`src/hw/stmr_defs.svh`:
```
// stmr_defs.svh: register offsets, field positions, reset values, counts
// assumes: included by the timer core only, 32-bit apb word map
`ifndef STMR_DEFS_SVH
`define STMR_DEFS_SVH

// -------------------------------------------------------------------
// register byte offsets (one aligned word each)
// -------------------------------------------------------------------
`define STMR_OFF_CTRL0 12'h000
`define STMR_OFF_CTRL1 12'h004
`define STMR_OFF_CNT_LO 12'h008
`define STMR_OFF_CNT_HI 12'h00C
`define STMR_OFF_CMP_LO 12'h010
`define STMR_OFF_CMP_HI 12'h014
`define STMR_OFF_PRD 12'h018
`define STMR_OFF_STAT 12'h01C

// -------------------------------------------------------------------
// control 0 fields
// -------------------------------------------------------------------
`define STMR_C0_PAUSE 7
`define STMR_C0_CKS_HI 6
`define STMR_C0_CKS_LO 4
`define STMR_C0_RUN 3

// -------------------------------------------------------------------
// control 1 fields
// -------------------------------------------------------------------
`define STMR_C1_MODE_HI 7
`define STMR_C1_MODE_LO 6
`define STMR_C1_PFS_HI 5
`define STMR_C1_PFS_LO 4
`define STMR_C1_OIL 3
`define STMR_C1_POL 2
`define STMR_C1_DPX 1
`define STMR_C1_CCLR 0

// -------------------------------------------------------------------
// reset values
// -------------------------------------------------------------------
`define STMR_RST_CTRL0 8'h00
`define STMR_RST_CTRL1 8'h00
`define STMR_RST_BYTE 8'h00
`define STMR_RST_PRD 8'h00

// -------------------------------------------------------------------
// internal clock dividers (high clock taken as pclk, sub as /256)
// -------------------------------------------------------------------
`define STMR_DIV_SYS4 8'h03
`define STMR_DIV_H16 8'h0F
`define STMR_DIV_H64 8'h3F
`define STMR_DIV_SUB 8'hFF

`endif

```
`src/hw/stmr_pkg.sv`:
```
// stmr_pkg.sv: types shared by the standard timer core
// assumes: constants come from stmr_defs.svh
package stmr_pkg;

   // operating mode field encodings
   typedef enum logic [1:0] {
      STMR_MODE_CMP = 2'h0,
      STMR_MODE_CAP = 2'h1,
      STMR_MODE_PWM = 2'h2,
      STMR_MODE_TMR = 2'h3
   } stmr_mode_t;

   // pin group carried as one bundle
   typedef struct packed {
      logic ext_clock_pin;
      logic capture_input_pin;
   } stmr_pins_t;

   // apb request bundle
   typedef struct packed {
      logic sel;
      logic en;
      logic wr;
      logic [11:0] addr;
      logic [31:0] wdata;
   } stmr_apb_req_t;

endpackage

```
`src/hw/stmr_core.sv`:
```
// stmr_core.sv: standard timer core, 16-bit up-counter with apb registers
// assumes: pclk at 20 MHz, presetn async active low, pins asynchronous
//
// Behaviour
// 16-bit up-counter advanced by selected clock
// period compares top byte, fine compares all
// counter cleared by run-enable rising
// overflow or compare match clears counter
// low write buffered, high write commits both
// high read snapshots low into buffer
// software writes low first, reads high first
// counter pair read-only, fine compare read-write
// pause holds count, resume from held value
// three-bit clock select picks counting source
// instance one has no external clock pin
// run-enable low stops and powers down
// enable rise clears; fall keeps residual count
// enable rise restores output initial level
// single pulse triggered by external clock pin
// capture pin edge rising, falling or both
// compare match sets, clears or toggles output
// two-bit mode selects compare/capture/pwm/timer
// capture edge select, eleven disables capture
// external clock edges synchronised, counted once
`include "stmr_defs.svh"
`timescale 1ns/1ps
`default_nettype none

module stmr_core #(
   parameter int INSTANCE = 0 // instance 1 lacks the external clock pin
) (
   input wire logic pclk,
   input wire logic presetn,
   input wire logic psel,
   input wire logic penable,
   input wire logic pwrite,
   input wire logic [11:0] paddr,
   input wire logic [31:0] pwdata,
   output logic [31:0] prdata,
   output logic pready,
   output logic pslverr,
   input wire stmr_pkg::stmr_pins_t pins_in,
   output logic timer_output_pin,
   output logic cmp_fine_event,
   output logic cmp_period_event
);

   // -------------------------------------------------------------------
   // register and state storage
   // -------------------------------------------------------------------
   logic [7:0] ctrl0_r, ctrl0_nxt; // pause, clock select, run enable
   logic [7:0] ctrl1_r, ctrl1_nxt; // mode, pin function, output control
   logic [7:0] cmp_lo_r, cmp_lo_nxt; // fine compare low byte
   logic [7:0] cmp_hi_r, cmp_hi_nxt; // fine compare high byte
   logic [7:0] prd_r, prd_nxt; // coarse period value
   logic [7:0] hold_r, hold_nxt; // shared 8-bit holding buffer
   logic [15:0] cnt_r, cnt_nxt; // main counter
   logic run_d_r; // run enable, previous cycle
   logic [7:0] div_r, div_nxt; // internal prescaler
   logic out_r, out_nxt; // output level before polarity
   logic cap_hit_r, cap_hit_nxt; // capture happened (status)
   logic [15:0] cap_r, cap_nxt; // captured count
   logic pulse_r, pulse_nxt; // single pulse in progress
   logic [2:0] ck_sync_r; // external clock pin synchroniser
   logic [2:0] cap_sync_r; // capture pin synchroniser
   logic ck_lvl_r, cap_lvl_r; // agreed levels

   // -------------------------------------------------------------------
   // field decode
   // -------------------------------------------------------------------
   logic run, pause, pol, oil, cclr;
   logic [2:0] cks;
   logic [1:0] pfs;
   stmr_pkg::stmr_mode_t mode;
   assign run = ctrl0_r[`STMR_C0_RUN];
   assign pause = ctrl0_r[`STMR_C0_PAUSE];
   assign cks = ctrl0_r[`STMR_C0_CKS_HI:`STMR_C0_CKS_LO];
   assign mode = stmr_pkg::stmr_mode_t'(
      ctrl1_r[`STMR_C1_MODE_HI:`STMR_C1_MODE_LO]);
   assign pfs = ctrl1_r[`STMR_C1_PFS_HI:`STMR_C1_PFS_LO];
   assign oil = ctrl1_r[`STMR_C1_OIL];
   assign pol = ctrl1_r[`STMR_C1_POL];
   assign cclr = ctrl1_r[`STMR_C1_CCLR];

   // apb phases; the slave answers at once, no wait states
   logic wr_acc, rd_acc;
   assign wr_acc = psel & penable & pwrite;
   assign rd_acc = psel & penable & ~pwrite;
   assign pready = 1'b1;

   // decode of the address, used for both reads and writes
   function automatic logic hit(input logic [11:0] a, input logic [11:0] o);
      hit = (a == o);
   endfunction

   // unmapped addresses answer with an error
   assign pslverr = psel & penable & ~(hit(paddr, `STMR_OFF_CTRL0) |
      hit(paddr, `STMR_OFF_CTRL1) | hit(paddr, `STMR_OFF_CNT_LO) |
      hit(paddr, `STMR_OFF_CNT_HI) | hit(paddr, `STMR_OFF_CMP_LO) |
      hit(paddr, `STMR_OFF_CMP_HI) | hit(paddr, `STMR_OFF_PRD) |
      hit(paddr, `STMR_OFF_STAT));

   // -------------------------------------------------------------------
   // pin synchronisers: a change counts once stages two and three agree
   // -------------------------------------------------------------------
   always_ff @(posedge pclk or negedge presetn) begin
      if (!presetn) begin
         ck_sync_r <= 3'h0;
         cap_sync_r <= 3'h0;
         ck_lvl_r <= 1'b0;
         cap_lvl_r <= 1'b0;
      end else begin
         ck_sync_r <= {ck_sync_r[1:0], pins_in.ext_clock_pin};
         cap_sync_r <= {cap_sync_r[1:0], pins_in.capture_input_pin};
         if (ck_sync_r[1] == ck_sync_r[2]) begin
            ck_lvl_r <= ck_sync_r[2];
         end
         if (cap_sync_r[1] == cap_sync_r[2]) begin
            cap_lvl_r <= cap_sync_r[2];
         end
      end
   end

   // edge pulses from the agreed level, one per real edge
   logic ck_rise, ck_fall, cap_rise, cap_fall, has_ck_pin;
   assign has_ck_pin = (INSTANCE != 1);
   assign ck_rise = has_ck_pin & ck_sync_r[2] & ~ck_lvl_r &
      (ck_sync_r[1] == ck_sync_r[2]);
   assign ck_fall = has_ck_pin & ~ck_sync_r[2] & ck_lvl_r &
      (ck_sync_r[1] == ck_sync_r[2]);
   assign cap_rise = cap_sync_r[2] & ~cap_lvl_r &
      (cap_sync_r[1] == cap_sync_r[2]);
   assign cap_fall = ~cap_sync_r[2] & cap_lvl_r &
      (cap_sync_r[1] == cap_sync_r[2]);

   // -------------------------------------------------------------------
   // counting tick select
   // -------------------------------------------------------------------
   logic tick;
   always_comb begin
      div_nxt = run ? div_r + 8'h01 : 8'h00; // divider off when powered down
      case (cks)
         3'h0: tick = (div_r & `STMR_DIV_SYS4) == `STMR_DIV_SYS4;
         3'h1: tick = 1'b1;
         3'h2: tick = (div_r & `STMR_DIV_H16) == `STMR_DIV_H16;
         3'h3: tick = (div_r & `STMR_DIV_H64) == `STMR_DIV_H64;
         3'h4, 3'h5: tick = (div_r & `STMR_DIV_SUB) == `STMR_DIV_SUB;
         3'h6: tick = ck_rise;
         default: tick = ck_fall;
      endcase
   end

   // -------------------------------------------------------------------
   // counter, compare, output and register next-state
   // -------------------------------------------------------------------
   logic run_rise, cmp_a, cmp_p, ovf, adv, cap_edge;
   logic [15:0] cmp_val;
   assign cmp_val = {cmp_hi_r, cmp_lo_r};
   assign run_rise = run & ~run_d_r;
   // a single pulse mode only counts once triggered
   assign adv = run & ~pause & tick &
      ((mode != stmr_pkg::STMR_MODE_PWM) || pfs != 2'h3 || pulse_r);
   assign cmp_a = adv && (cnt_r + 16'h0001) == cmp_val;
   assign cmp_p = adv && prd_r != 8'h00 &&
      (cnt_r[15:8] + {7'h00, &cnt_r[7:0]}) == prd_r;
   assign ovf = adv && cnt_r == 16'hFFFF;
   assign cap_edge = (pfs == 2'h0 && cap_rise) ||
      (pfs == 2'h1 && cap_fall) || (pfs == 2'h2 && (cap_rise | cap_fall));
   assign cmp_fine_event = cmp_a;
   assign cmp_period_event = cmp_p | (ovf & ~cclr);

   always_comb begin
      ctrl0_nxt = ctrl0_r;
      ctrl1_nxt = ctrl1_r;
      cmp_lo_nxt = cmp_lo_r;
      cmp_hi_nxt = cmp_hi_r;
      prd_nxt = prd_r;
      hold_nxt = hold_r;
      cnt_nxt = cnt_r;
      out_nxt = out_r;
      cap_nxt = cap_r;
      cap_hit_nxt = cap_hit_r;
      pulse_nxt = pulse_r;
      // counter: enable rise clears, else advance and auto-clear
      if (run_rise) begin
         cnt_nxt = 16'h0000;
         out_nxt = oil;
         pulse_nxt = 1'b0;
      end else if (adv) begin
         if ((cclr && cmp_a) || (!cclr && (cmp_p || ovf))) begin
            cnt_nxt = 16'h0000;
            pulse_nxt = 1'b0;
         end else begin
            cnt_nxt = cnt_r + 16'h0001;
         end
      end
      // while off the count keeps its residual value
      // output pin behaviour per mode
      if (!run_rise && run) begin
         case (mode)
            stmr_pkg::STMR_MODE_CMP: begin
               if (cmp_a) begin
                  case (pfs)
                     2'h1: out_nxt = 1'b0;
                     2'h2: out_nxt = 1'b1;
                     2'h3: out_nxt = ~out_r;
                     default: out_nxt = out_r;
                  endcase
               end
            end
            stmr_pkg::STMR_MODE_PWM: begin
               // pin function 2: active while below the duty compare; 0 and 1 fixed level, 3 single pulse
               if (pfs == 2'h0) out_nxt = ~oil;
               else if (pfs == 2'h1) out_nxt = oil;
               else if (pfs == 2'h2) out_nxt = (cnt_nxt < cmp_val) ? oil : ~oil;
               else out_nxt = pulse_r ? oil : ~oil;
               if (pfs == 2'h3 && ck_rise) pulse_nxt = 1'b1;
               if (pfs == 2'h3 && cmp_a) pulse_nxt = 1'b0;
            end
            stmr_pkg::STMR_MODE_CAP: begin
               if (cap_edge) begin
                  cap_nxt = cnt_r;
                  cap_hit_nxt = 1'b1; // set wins over the clear below
               end
            end
            default: out_nxt = out_r;
         endcase
      end
      // apb writes
      if (wr_acc) begin
         if (hit(paddr, `STMR_OFF_CTRL0)) begin
            ctrl0_nxt = {pwdata[7:3], 3'h0};
         end else if (hit(paddr, `STMR_OFF_CTRL1)) begin
            ctrl1_nxt = pwdata[7:0];
         end else if (hit(paddr, `STMR_OFF_CMP_LO)) begin
            hold_nxt = pwdata[7:0];
         end else if (hit(paddr, `STMR_OFF_CMP_HI)) begin
            cmp_hi_nxt = pwdata[7:0];
            cmp_lo_nxt = hold_r;
         end else if (hit(paddr, `STMR_OFF_PRD)) begin
            prd_nxt = pwdata[7:0];
         end else if (hit(paddr, `STMR_OFF_STAT)) begin
            if (pwdata[0] && !(cap_edge && mode == stmr_pkg::STMR_MODE_CAP
               && run)) cap_hit_nxt = 1'b0;
         end
      end
      // apb reads of a high byte snapshot the low byte
      if (rd_acc) begin
         if (hit(paddr, `STMR_OFF_CNT_HI)) begin
            hold_nxt = cnt_r[7:0];
         end else if (hit(paddr, `STMR_OFF_CMP_HI)) begin
            hold_nxt = cmp_lo_r;
         end
      end
   end

   // -------------------------------------------------------------------
   // state registers
   // -------------------------------------------------------------------
   always_ff @(posedge pclk or negedge presetn) begin
      if (!presetn) begin
         ctrl0_r <= `STMR_RST_CTRL0;
         ctrl1_r <= `STMR_RST_CTRL1;
         cmp_lo_r <= `STMR_RST_BYTE;
         cmp_hi_r <= `STMR_RST_BYTE;
         prd_r <= `STMR_RST_PRD;
         hold_r <= `STMR_RST_BYTE;
         cnt_r <= 16'h0000;
         run_d_r <= 1'b0;
         div_r <= 8'h00;
         out_r <= 1'b0;
         cap_r <= 16'h0000;
         cap_hit_r <= 1'b0;
         pulse_r <= 1'b0;
      end else begin
         ctrl0_r <= ctrl0_nxt;
         ctrl1_r <= ctrl1_nxt;
         cmp_lo_r <= cmp_lo_nxt;
         cmp_hi_r <= cmp_hi_nxt;
         prd_r <= prd_nxt;
         hold_r <= hold_nxt;
         cnt_r <= cnt_nxt; // holds while off
         run_d_r <= run;
         div_r <= div_nxt;
         out_r <= out_nxt;
         cap_r <= cap_nxt;
         cap_hit_r <= cap_hit_nxt;
         pulse_r <= pulse_nxt;
      end
   end

   // polarity applies outside timer/counter mode; output is registered
   logic pin_r;
   always_ff @(posedge pclk or negedge presetn) begin
      if (!presetn) begin
         pin_r <= 1'b0;
      end else begin
         pin_r <= (mode == stmr_pkg::STMR_MODE_TMR) ? 1'b0 : out_r ^ pol;
      end
   end
   assign timer_output_pin = pin_r;

   // -------------------------------------------------------------------
   // read data mux; low byte reads return the holding buffer
   // -------------------------------------------------------------------
   always_comb begin
      prdata = 32'h0000_0000;
      if (rd_acc) begin
         if (hit(paddr, `STMR_OFF_CTRL0)) prdata[7:0] = ctrl0_r;
         else if (hit(paddr, `STMR_OFF_CTRL1)) prdata[7:0] = ctrl1_r;
         else if (hit(paddr, `STMR_OFF_CNT_LO)) prdata[7:0] = hold_r;
         else if (hit(paddr, `STMR_OFF_CNT_HI)) prdata[7:0] = cnt_r[15:8];
         else if (hit(paddr, `STMR_OFF_CMP_LO)) prdata[7:0] = hold_r;
         else if (hit(paddr, `STMR_OFF_CMP_HI)) prdata[7:0] = cmp_hi_r;
         else if (hit(paddr, `STMR_OFF_PRD)) prdata[7:0] = prd_r;
         else if (hit(paddr, `STMR_OFF_STAT)) prdata = {cap_r, 15'h0000,
            cap_hit_r};
      end
   end

endmodule
`default_nettype wire

```
`config.mk`:
```
export PLATFORM = sky130hd
export DESIGN_NAME = stmr_core
export DESIGN_NICKNAME = d
export VERILOG_FILES = /design/src/hw/stmr_pkg.sv /design/src/hw/stmr_core.sv
export VERILOG_INCLUDE_DIRS = /design/src /design/src/hw
export SDC_FILE = /design/constraint.sdc
export NUM_CORES = 1
export LEC_CHECK = 0
export BUFFER_PORTS_ARGS = -buffer_cell sky130_fd_sc_hd__buf_2
export CORE_ASPECT_RATIO = 0.75
export CORE_UTILIZATION = 50
export CTS_BUF_LIST = sky130_fd_sc_hd__clkbuf_4 sky130_fd_sc_hd__clkbuf_8
export DETAILED_ROUTE_END_ITERATION = 8
export GPL_ROUTABILITY_DRIVEN = 0
export HOLD_SLACK_MARGIN = 0.02
export PLACE_DENSITY = 0.74
export SLEW_MARGIN = 20
export SYNTH_ARGS = -nofsm -noshare
export SYNTH_HDL_FRONTEND = slang
export SYNTH_SLANG_ARGS = --single-unit
```
`constraint.sdc`:
```
create_clock -name pclk -period 4.85 [get_ports pclk]
set_clock_uncertainty 0.15 [all_clocks]
set_input_delay 0.485 -clock pclk [delete_from_list [all_inputs] [get_ports pclk]]
set_output_delay 0.485 -clock pclk [all_outputs]
set_load 0.03 [all_outputs]
```
==> results.md <==
* Reg power frac at 56.8%
* Post-detail-place hpwl at 13.2 mm
* Hold Crit Class: in -> reg
* Clock latency on the worst-skew pair at 0.38 ns
* Syn Std Cell Area at 6210 µm²
* Total GRT Usage at 28.8%
* Psw at 0.000356 W
* GRT Residual Overflow at 0
* Via Count at 5531
* Avg Inst Size Synth at 9.26 µm²
* Clock root buffer: clkbuf_8
* CP Cell Sequence: ha_2 -> nand4_1 -> nor2_2 -> ha_2 -> ha_2 -> xor2_1 -> a211oi_2 -> nand3_1 -> or4_4 -> o21ai_1 -> or2_4 -> nor2_1 -> ha_1 -> a21o_1 -> a21o_1 -> a21o_1 -> a21o_1 -> a211o_1 -> a21oi_2 -> o21a_4 -> o211ai_2
* Number of synthesized flops with an enable pin at 0
* Place WS at -0.0657 ns
* Layout area overhead at 11.9%
* Internal power at 0.00110 W
* Seq/Total Area, Yosys at 39.5%
* Vias in the first global route at 5006
* Clock slew at reported path FFs at 0.10 ns
* Starting DRT DRC Count at 591
* Slew HR at 44.0%
* Cell mode on critical path: a21o_1
* Worst Setup Slack, final at 0.149 ns
* DRC Markers at 0
* Switch share at 24.5%
* Max Fclk at 213 MHz
* Final Cycle Share at 96.9%
* CP Data Arrival Time at 4.81 ns
* First-pass GRT wire length at 27.6 mm
* IO Pins at 88
* Worst-margin pin slew at 0.839 ns
* Ys async rst share at 100%
* Status: complete, no violations
* Worst-path maximum fanout at 3
* Pin count of the biggest net entering global routing at 52
* Initial antenna violation count at 0
* Min Tclk post-route at 4.70 ns
* Internal reg-to-reg setup slack at 0.15 ns
* Initial core utilization at 52.5%
* TritonRoute pass-1 iters at 6
* Vias per inst at 6.19
* Number of CTS-inserted buffers at 9
* Die height at 98.5 µm
* CP peak stage delay at 0.49 ns
* DRT Wirelength at 17.7 mm
* Number of max-cap violations at 0
* Critical path class: reg -> reg
* Register bit total from synthesis at 98
* Most common cell after layout, fill and taps aside: dfrtp_1
* Post-Synthesis Cells at 671
* Required @ worst endpoint at 4.96 ns
* Crit-path slowest cell: or4_4
* Leakage power at 3.30 nW
* Pwr Density at 209 nW/µm²
* Nets at 805
* Post-synth cell types at 63
* Setup TNS at 0 ns
* Clk sink count at 98
* Die W at 131 µm
* CTS max path bufs at 2
* Max H-tree Level at 3
* Crit. End Element: flop
* Diode count at 0
* Top_reg_cell synth: dfrtp_1
* Logic pwr share at 5.1%
* Clock share of power at 38.1%
* Startpoint Class: flop
* Die area at 12900 µm²
* Row cnt at 34
* Share of post-route cells with drive strength above 1 at 21.3%
* PortBufs at 54
* Fin util at 58.8%
* Final setup viols at 0
* Post-route ant nets at 0
* Core box area at 11800 µm²
* Avg WL per Cell at 19.8 µm
* Yosys warns at 0
* Commonest non-fill, non-tap cells in the layout: dfrtp_1, nand2_1, o21ai_0, buf_2, nor2_1
* Hold violation total from the final report at 0
* Fin. max-slew vios at 0
* CTS tree: done
* Maximum vdd drop at 131 µV
## synthesized netlist by cell type, types with 12 or more instances
cell / number / share of area, %
and2_1: 25 / 2.5
xnor2_1: 29 / 4.1
nor2_1: 45 / 2.7
mux2_2: 37 / 6.7
ha_1: 27 / 5.4
a21oi_1: 19 / 1.5
o21ai_0: 66 / 5.3
clkbuf_1: 21 / 1.3
inv_1: 28 / 1.7
xor2_1: 22 / 3.1
nand3_1: 17 / 1.4
nand2_1: 69 / 4.2
nand4_1: 12 / 1.2
dfrtp_1: 98 / 39
## critical path, delay by kind of cell, from the launching register on
kind	cells	cell delay (ns)
AO/OA/AOI/OAI	10	1.79
XOR/XNOR	1	0.15
adder cells (fa/ha/maj)	4	0.98
flip-flops	1	0.37
AND/OR/NAND/NOR	6	1.15
## cells by family (layout without fill, tap and decap cells)
logic type / Yosys count / after routing / synth area share (%)
and+or+nand+nor: 230 / 230 / 19.5
DFF: 98 / 98 / 39.5
xor gates and xnor gates: 51 / 51 / 7.19
muxes: 48 / 48 / 8.48
other: 2 / 9 / 0.121
AOI/OAI and AO/OA: 142 / 142 / 14.1
buffers and inverters: 71 / 125 / 5.36
adders and majority gates: 29 / 29 / 5.76
## sequential cells by signal (all words and copies together) (netlist names), 3 cells and up
name and count:
cap_r 16, cap_sync_r 3, ck_sync_r 3, cmp_hi_r 8, cmp_lo_r 8, cnt_r 16
ctrl0_r 5, ctrl1_r 8, div_r 8, hold_r 8, prd_r 8
## per-stage QoR
| step | area [µm²] | hold slack (ns) | total power [W] | cells |
|---|---|---|---|---|
| 2_1_floorplan | 6240 | 0.0394 | 0.000878 | 678 |
| 3_3_place_gp | 6670 | 0.181 | 0.000911 | 873 |
| 3_5_place_dp | 6670 | 0.185 | 0.000914 | 873 |
| 4_1_cts | 6890 | 0.0447 | 0.00145 | 890 |
| 5_1_grt | 6950 | 0.0344 | 0.00150 | 894 |
| 6_report | 6950 | 0.0479 | 0.00145 | 894 |
## power by group through the flow
stage	registers (W)	logic (W)	clock network (W)
after floorplan	0.000841	0.0000370	0
after global placement	0.000841	0.0000701	0
after detailed placement	0.000842	0.0000723	0
after CTS	0.000826	0.0000732	0.000554
after global routing	0.000827	0.0000818	0.000587
final	0.000826	0.0000738	0.000554
## timing repair
| action | 4_1_cts | 5_1_grt |
|---|---|---|
| resized for setup | 1 | 11 |
| setup buffers | 0 | 4 |
| setup endpoints to repair | 1 | 1 |
| pin swaps | 1 | 8 |
| hold buffers | 1 | 0 |
| hold endpoints to repair | 6 | 0 |
## final cells by class
type	instances	area, µm²
Timing Repair Buffer	81	490
Clock inverter	5	53.8
Inverter	28	105
Tap cell	162	203
Sequential cell	98	2450
Fill cell	1052	4870
Clock buffer	11	145
Multi-Input combinational cell	509	3500
## final timing paths
path                               start       endpoint  cells after the start
max                             cnt_r[1]          out_r                     21
min                           pins_in[0]  cap_sync_r[0]                      1
max reg2reg                     cnt_r[1]          out_r                     21
min reg2reg                cap_sync_r[0]  cap_sync_r[1]                      0
max in group asynchronous        presetn  cap_sync_r[2]                      3
min in group asynchronous        presetn      cap_r[10]                      2
## routing by layer
layer	track usage [%]	wire length (µm)	share of wire [%]
met1	42.9	7890	45
met2	40.6	7600	43
met3	6.24	1710	9.7
met4	10.7	504	2.8
met5	0	0	0
Note: power is estimated with default switching activity, not from simulation.
